==> config.mk <==
export PLATFORM = sky130hd
export DESIGN_NAME = occ_top
export DESIGN_NICKNAME = d
export VERILOG_FILES = /design/src/occ_sync.v /design/src/occ_clk_switch.v /design/src/occ_top.v
export VERILOG_INCLUDE_DIRS = /design/src
export SDC_FILE = /design/constraint.sdc
export NUM_CORES = 1
export LEC_CHECK = 0
export CAP_MARGIN = 20
export CORE_MARGIN = 2
export CORE_UTILIZATION = 35
export DETAILED_ROUTE_END_ITERATION = 16
export DONT_BUFFER_PORTS = 1
export SLEW_MARGIN = 20
export SYNTH_ARGS = -nofsm -noshare
export SYNTH_HDL_FRONTEND = slang
export SYNTH_SLANG_ARGS = --single-unit
==> constraint.sdc <==
create_clock -name core_clk -period 2.35 [get_ports core_clk]
set_input_delay 0.47 -clock core_clk [delete_from_list [all_inputs] [get_ports core_clk]]
set_output_delay 0.47 -clock core_clk [all_outputs]
set_load 0.05 [all_outputs]
==> src/occ_regs.vh <==
`ifndef OCC_REGS_VH
`define OCC_REGS_VH

// Register offset of the oscillator control register, byte address.
`define OCC_OSC_CTRL_ADDR 12'h000
`define OCC_ADDR_W 12

// Field positions inside the oscillator control register.
`define OCC_UNUSED_BIT 7
`define OCC_FREQ_MSB 6
`define OCC_FREQ_LSB 4
`define OCC_STARTUP_BIT 3
`define OCC_HFS_BIT 2
`define OCC_LFS_BIT 1
`define OCC_SCS_BIT 0

// Reset values.
`define OCC_FREQ_RST 3'h6
`define OCC_SCS_RST 1'b0
`define OCC_STARTUP_RST 1'b1
`define OCC_HFS_RST 1'b0
`define OCC_LFS_RST 1'b0

// Frequency select codes.
`define OCC_FREQ_8MHZ 3'h7
`define OCC_FREQ_4MHZ 3'h6
`define OCC_FREQ_2MHZ 3'h5
`define OCC_FREQ_1MHZ 3'h4
`define OCC_FREQ_500KHZ 3'h3
`define OCC_FREQ_250KHZ 3'h2
`define OCC_FREQ_125KHZ 3'h1
`define OCC_FREQ_31KHZ 3'h0

// Cycles after reset release before the straps are trusted.
`define OCC_STRAP_SETTLE 2'h3

`endif

==> src/occ_sync.v <==
`default_nettype none

module occ_sync #(
  parameter WIDTH = 6
) (
  // Clock and reset.
  input wire core_clk,
  input wire sys_rst,
  // Asynchronous levels in and synchronised levels out.
  input wire [WIDTH-1:0] async_in,
  output reg [WIDTH-1:0] sync_out
);

  reg [WIDTH-1:0] meta;

  // Two flip-flops; only the second stage is ever read by logic.
  always @(posedge core_clk or posedge sys_rst)
  begin
    if (sys_rst)
    begin
      meta <= {WIDTH{1'b0}};
      sync_out <= {WIDTH{1'b0}};
    end
    else
    begin
      meta <= async_in;
      sync_out <= meta;
    end
  end

endmodule

`default_nettype wire

==> src/occ_clk_switch.v <==
`default_nettype none
`include "occ_regs.vh"

module occ_clk_switch (
  // Clock and reset.
  input wire core_clk,
  input wire sys_rst,
  // Start-up load of the initial source.
  input wire load_init,
  input wire init_internal,
  // Requested source and frequency.
  input wire req_internal,
  input wire [2:0] req_freq,
  // Synchronised readiness of each source.
  input wire hf_ok,
  input wire lf_ok,
  input wire cfg_ok,
  // Source actually in use.
  output reg cur_internal,
  output reg [2:0] cur_freq,
  output wire switching
);

  localparam [1:0] ST_RUN = 2'b01;
  localparam [1:0] ST_WAIT = 2'b10;

  reg [1:0] state;
  reg [1:0] next_state;
  wire differs;
  wire target_ok;

  // Readiness of the source that a given selection would use.
  function src_ready;
    input internal;
    input [2:0] freq;
    input hf;
    input lf;
    input cfg;
    begin
      if (!internal)
        src_ready = cfg;
      else if (freq == `OCC_FREQ_31KHZ)
        src_ready = lf;
      else
        src_ready = hf;
    end
  endfunction

  // A frequency change only matters while the internal source is wanted.
  assign differs = (req_internal != cur_internal) ||
    (req_internal && (req_freq != cur_freq));
  assign target_ok = src_ready(req_internal, req_freq, hf_ok, lf_ok, cfg_ok);
  assign switching = state[1];

  // The old source keeps running until the new one is stable.
  always @*
  begin
    next_state = state;
    case (state)
      ST_RUN:
        if (differs)
          next_state = ST_WAIT;
      ST_WAIT:
        if (!differs || target_ok)
          next_state = ST_RUN;
      default:
        next_state = ST_RUN;
    endcase
  end

  // Commit happens in one edge, so the source and divider change together.
  always @(posedge core_clk or posedge sys_rst)
  begin
    if (sys_rst)
    begin
      state <= ST_RUN;
      cur_internal <= 1'b0;
      cur_freq <= `OCC_FREQ_RST;
    end
    else if (load_init)
    begin
      state <= ST_RUN;
      cur_internal <= init_internal;
      cur_freq <= req_freq;
    end
    else
    begin
      state <= next_state;
      if (state == ST_WAIT && differs && target_ok)
      begin
        cur_internal <= req_internal;
        cur_freq <= req_freq;
      end
    end
  end

endmodule

`default_nettype wire

==> src/occ_top.v <==
`default_nettype none
`include "occ_regs.vh"

module occ_top (
  // Clock and reset.
  input wire core_clk,
  input wire sys_rst,
  // APB slave.
  input wire psel,
  input wire penable,
  input wire pwrite,
  input wire [11:0] paddr,
  input wire [31:0] pwdata,
  input wire [3:0] pstrb,
  output wire pready,
  output reg [31:0] prdata,
  output reg pslverr,
  // Oscillator status and configuration straps, asynchronous.
  input wire hf_osc_stable,
  input wire lf_osc_stable,
  input wire cfg_osc_ready,
  input wire cfg_crystal_mode,
  input wire cfg_two_speed_en,
  input wire cfg_fail_safe_en,
  // Clock selection towards the clock tree.
  output wire sys_clk_internal,
  output wire [2:0] sys_freq_sel,
  output wire clk_switching,
  output wire hf_osc_enable,
  output wire lf_osc_enable
);

  reg [2:0] internal_freq_select;
  reg system_clock_select;
  reg startup_source_status;
  reg high_freq_stable;
  reg low_freq_stable;
  reg [1:0] settle_cnt;
  reg strap_loaded;
  reg load_init;
  wire [5:0] sync_q;
  wire hf_ok;
  wire lf_ok;
  wire cfg_ok;
  wire crystal_q;
  wire two_speed_q;
  wire fail_safe_q;
  wire init_internal;
  wire cur_internal;
  wire [2:0] cur_freq;
  wire addr_hit;
  wire wr_en;
  wire [2:0] wr_freq;
  wire freq_change;
  wire [7:0] reg_value;

  // Every asynchronous oscillator status and strap input passes two flip-flops before use.
  occ_sync #(
    .WIDTH(6)
  ) u_sync (
    .core_clk(core_clk),
    .sys_rst(sys_rst),
    .async_in({cfg_fail_safe_en, cfg_two_speed_en, cfg_crystal_mode,
      cfg_osc_ready, lf_osc_stable, hf_osc_stable}),
    .sync_out(sync_q)
  );

  assign hf_ok = sync_q[0];
  assign lf_ok = sync_q[1];
  assign cfg_ok = sync_q[2];
  assign crystal_q = sync_q[3];
  assign two_speed_q = sync_q[4];
  assign fail_safe_q = sync_q[5];

  // Start on the internal oscillator in the two cases that demand it.
  assign init_internal = (two_speed_q && crystal_q) || fail_safe_q;

  // Straps are caught after release, once the synchroniser has settled,
  // because an asynchronous reset may only load constants.
  always @(posedge core_clk or posedge sys_rst)
  begin
    if (sys_rst)
    begin
      settle_cnt <= 2'h0;
      strap_loaded <= 1'b0;
      load_init <= 1'b0;
    end
    else
    begin
      load_init <= 1'b0;
      if (!strap_loaded)
      begin
        if (settle_cnt == `OCC_STRAP_SETTLE)
        begin
          strap_loaded <= 1'b1;
          load_init <= 1'b1;
        end
        else
          settle_cnt <= settle_cnt + 2'h1;
      end
    end
  end

  // Switch control keeps the running source until the target is stable.
  occ_clk_switch u_switch (
    .core_clk(core_clk),
    .sys_rst(sys_rst),
    .load_init(load_init),
    .init_internal(init_internal),
    .req_internal(system_clock_select || !strap_loaded ||
      (cur_internal && !cfg_ok)),
    .req_freq(internal_freq_select),
    .hf_ok(hf_ok),
    .lf_ok(lf_ok),
    .cfg_ok(cfg_ok),
    .cur_internal(cur_internal),
    .cur_freq(cur_freq),
    .switching(clk_switching)
  );

  assign sys_clk_internal = cur_internal;
  assign sys_freq_sel = cur_freq;

  // Keep both the running internal oscillator and the one requested through system_clock_select powered,
  // so the old one never stops before the new one has taken over.
  assign hf_osc_enable = (cur_internal && cur_freq != `OCC_FREQ_31KHZ) ||
    (system_clock_select && internal_freq_select != `OCC_FREQ_31KHZ);
  assign lf_osc_enable = 1'b1;

  // APB decode; zero wait states, so pready is always high.
  assign pready = 1'b1;
  assign addr_hit = (paddr == `OCC_OSC_CTRL_ADDR);
  assign wr_en = psel && penable && pwrite && addr_hit && pstrb[0];
  assign wr_freq = pwdata[`OCC_FREQ_MSB:`OCC_FREQ_LSB];
  assign freq_change = wr_en && (wr_freq != internal_freq_select);

  // Only the frequency field and the clock select bit are writable;
  // bit 7 and the status bits ignore the write data.
  always @(posedge core_clk or posedge sys_rst)
  begin
    if (sys_rst)
    begin
      internal_freq_select <= `OCC_FREQ_RST;
      system_clock_select <= `OCC_SCS_RST;
    end
    else if (wr_en)
    begin
      internal_freq_select <= wr_freq;
      system_clock_select <= pwdata[`OCC_SCS_BIT];
    end
  end

  // Stability flags follow the oscillators, but a request for a new high frequency
  // clears the high-frequency flag for one cycle, and again while the switch is under way until it has landed on it.
  always @(posedge core_clk or posedge sys_rst)
  begin
    if (sys_rst)
    begin
      high_freq_stable <= `OCC_HFS_RST;
      low_freq_stable <= `OCC_LFS_RST;
    end
    else
    begin
      if (freq_change && wr_freq != `OCC_FREQ_31KHZ)
        high_freq_stable <= 1'b0;
      else if (clk_switching && cur_freq != internal_freq_select &&
        internal_freq_select != `OCC_FREQ_31KHZ)
        high_freq_stable <= 1'b0;
      else
        high_freq_stable <= hf_ok;
      if (freq_change && wr_freq == `OCC_FREQ_31KHZ)
        low_freq_stable <= 1'b0;
      else
        low_freq_stable <= lf_ok;
    end
  end

  // Start-up status shows which source really drives the system clock.
  always @(posedge core_clk or posedge sys_rst)
  begin
    if (sys_rst)
      startup_source_status <= `OCC_STARTUP_RST;
    else if (load_init)
      startup_source_status <= !init_internal;
    else if (strap_loaded)
      startup_source_status <= !cur_internal;
  end

  // Read image; the unimplemented top bit is a constant zero.
  assign reg_value = {1'b0, internal_freq_select, startup_source_status,
    high_freq_stable, low_freq_stable, system_clock_select};

  // Read data and error are captured in the setup cycle, so they come
  // from flip-flops and are stable through the access phase.
  always @(posedge core_clk or posedge sys_rst)
  begin
    if (sys_rst)
    begin
      prdata <= 32'h00000000;
      pslverr <= 1'b0;
    end
    else if (psel && !penable)
    begin
      pslverr <= !addr_hit;
      if (addr_hit && !pwrite)
        prdata <= {24'h000000, reg_value};
      else
        prdata <= 32'h00000000;
    end
  end

endmodule

`default_nettype wire

==> flow_summary_export.csv <==
group,metric,value,unit
status,status,"completed",
sta,rsz0062_at_grt,"false",
routing,drt-initial-drc-count,48,
global_route,overflow,0,
finish,n_fill_cell,429,
sta,hold_viol,0,
cts,clk_pin_slew,70,ps
global_route,grt_use_met2,17.3,%
critical_path,critPathTopFamily,"simple AND/OR/NAND/NOR gates",
global_route,met1_usage,13.3,%
sta,tns,0,ps
finish,fin_area,1780,um^2
placement,place.gp.congestion,0.703,
critical_path,r2r-start,"internal_freq_select[0]$_DFFE_PP0P_",
sta,finalClockSkew,4.83,ps
critical_path,rr_endpoint,"u_switch.cur_freq[0]$_DFFE_PP0P_",
run,cap_viol_max_count,0,
finish,final_cell_count_no_fill,202,
critical_path,r2r_cells,5,
critical_path,cp-start-kind,"flip-flop",
placement,postPlaceCellArea,1680,um^2
worst_hold_path,hold_class,"in2async",
cts,tritoncts,"done",
critical_path,critPathRequiredTime,1880,ps
global_route,busiest_layer,"met2",
die,io_pins,100,
routing,viasPerCell,4.61,
power_and_ir_drop,peakVddDrop,0.487,mV
global_route,grt_max_degree,38,
routing,wl,2.72,mm
die,die_x,73.3,um
finish,final_nets,208,
synthesis,yosysSeqAreaShare,55.5,%
die,die_h,73.3,um
global_route,antenna_found_initial,0,
routing,drc,0,
cts,htree_levels,2,
sta,slew_violations,0,
routing,drtAntennaViolNets,0,
cts,cts_setup_buffers,0,
routing,vias,931,
finish,drive_gt1_share,18.9,%
placement,hpwl,2.11,mm
cts,postCtsHoldBufs,0,
sta,tightest_slew,641,ps
global_route,grt_pass1_vias,961,
synthesis,syn_inst,139,
routing,wl_per_cell,13.4,um
sta,fmaxAchievable,0.500,GHz
placement,port_buffers,0,
sta,finalCritPeriodShare,85.0,%
global_route,grt_pass1_wl,4.42,mm
synthesis,syn_area,1680,um^2
die,start_util,36.1,%
critical_path,cpMaxStageDelayCell,"dfrtp_1",
synthesis,synth_seq_cells,37,
cts,cts_buffers,5,
critical_path,path_buf_inv,0,
die,rows,25,
global_route,grt_use_total,10.9,%
synthesis,yosys_warnings,0,
cts,cts.sinks,37,
finish,synthToLayoutAreaGrowth,5.96,%
die,die-area,5370,um^2
cts,cts_resized,0,
placement,dp_cells,195,
critical_path,crit_type,"reg2out",
power_and_ir_drop,powerDensity,866,nW/um^2
cts,clk_latency,280,ps
critical_path,end_kind,"primary output",
critical_path,crit_chain,"or3_4 > nand2_1 > nand2_1",
critical_path,arrival,1530,ps
cts,clockBufferDepth,2,
routing,dr.pass1.iters,4,
cts,cts_root_buf,"clkbuf_8",
die,core_region_area,4660,um^2
critical_path,cpMostUsedCell,"nand2_1",
critical_path,crit_fanout,6,
sta,setup_violations,0,
finish,diodes,0,
global_route,grt_use_met3,4.53,%
critical_path,critPathMaxStageDelay,460,ps
power_and_ir_drop,p_leak,0.829,nW
synthesis,syn_area_per_cell,12.1,um^2
sta,slew-limit-headroom,57.2,%
critical_path,reg2reg_slack,380,ps
sta,min_period,2000,ps
synthesis,ys_types,35,
## how the worst max path moves through the flow
stage,slack [ps],to,depth (start not counted),from
floorplan,440,u_switch.cur_internal$_DFFE_PP0P_,5,u_switch.cur_freq[0]$_DFFE_PP0P_
global placement,440,u_switch.cur_freq[0]$_DFFE_PP0P_,5,internal_freq_select[0]$_DFFE_PP0P_
detailed placement,370,u_switch.cur_freq[0]$_DFFE_PP0P_,5,internal_freq_select[0]$_DFFE_PP0P_
CTS,330,hf_osc_enable,3,internal_freq_select[0]$_DFFE_PP0P_
global route,250,u_switch.cur_freq[0]$_DFFE_PP0P_,5,internal_freq_select[0]$_DFFE_PP0P_
finish,350,hf_osc_enable,3,internal_freq_select[0]$_DFFE_PP0P_
## logic make-up after synthesis
| family | after synthesis | share of synthesized area (%) |
|---|---|---|
| other | 2 | 0.447 |
| AO/OA/AOI/OAI | 21 | 10.4 |
| XOR/XNOR | 7 | 3.65 |
| flip-flops | 37 | 55.5 |
| adder cells (fa/ha/maj) | 1 | 0.744 |
| buffers and inverters | 34 | 13.6 |
| AND/OR/NAND/NOR | 26 | 8.27 |
| multiplexers | 11 | 7.30 |
## Yosys cell counts, drive strengths merged
cell	instances	area share, %
o32a	1	0.60
xnor2	3	1.6
buf	27	12
or3	3	1.4
nor4	3	1.1
ha	1	0.74
a31oi	1	0.37
nand3	1	0.30
o21ai	1	0.30
nor2b	1	0.37
clkbuf	2	0.45
o31ai	2	0.89
o21a	1	0.45
a21boi	1	0.45
nand4	1	0.37
a21o	1	0.45
a22o	7	3.6
conb	2	0.45
a21oi	4	1.2
inv	5	1.1
mux2i	1	0.60
and2	1	0.37
a41oi	1	1.6
nor3	4	1.2
nor2	4	0.89
nand2	5	1.1
a211oi	1	0.45
nand2b	2	0.74
or2	1	0.37
dfrtp	31	46
xor2	4	2.1
dfstp	6	9.4
mux2	10	6.7
## per-stage QoR
step,worst slack [ps],power (mW),utilization [%],hold slack [ps]
2_1_floorplan,443,1.03,-,331
3_3_place_gp,440,1.03,36.0,332
3_5_place_dp,373,1.04,36.0,335
4_1_cts,331,1.56,38.2,190
5_1_grt,252,1.62,38.2,191
6_report,352,1.54,38.2,179
## per-layer routing
metal	share of wire, %	vias up
met5	0	-
li1	-	436
met4	1.1	0
met1	42	443
met2	48	47
met3	9.2	5
## layout by cell type (no fill, tap or decap), types with 2 or more instances in the layout
cell type  netlist  routed
dfrtp_1         31      31
conb_1           2      27
a22o_1           7       7
mux2_2           6       6
dfstp_2          6       6
buf_4           27       6
inv_1            5       5
nand2_1          5       5
clkbuf_8         0       5
nor3_1           4       4
a21oi_1          4       4
xor2_1           4       4
nor2_1           4       4
mux2_1           4       4
nor4_1           3       3
xnor2_1          3       3
nand2b_1         2       2
or3_1            2       2
o31ai_1          2       2
## final cells by class
cell class	count	area, um^2	share of cell area (%)
clock inverters	2	35.0	1.97
clock buffers	5	68.8	3.87
flip-flops and latches	37	933	52.4
multi-input cells	93	612	34.4
repair buffers	6	45.0	2.53
well taps	54	67.6	3.79
inverters	5	18.8	1.05
## where the power goes
| group | internal [mW] | switching [mW] |
|---|---|---|
| Combinational | 0.0666 | 0.205 |
| Sequential | 0.690 | 0.0662 |
| Clock | 0.308 | 0.206 |
| Total | 1.06 | 0.478 |
## flip-flops by register name, summed over array words and instances, names as in the netlist
name	cells
u_switch.cur_freq	3
u_switch.state	2
startup_source_status	1
low_freq_stable	1
high_freq_stable	1
system_clock_select	1
u_sync.meta	6
prdata	7
pslverr	1
strap_loaded	1
settle_cnt	2
u_sync.sync_out	6
u_switch.cur_internal	1
internal_freq_select	3
load_init	1
Note: power is estimated with default switching activity, not from simulation.
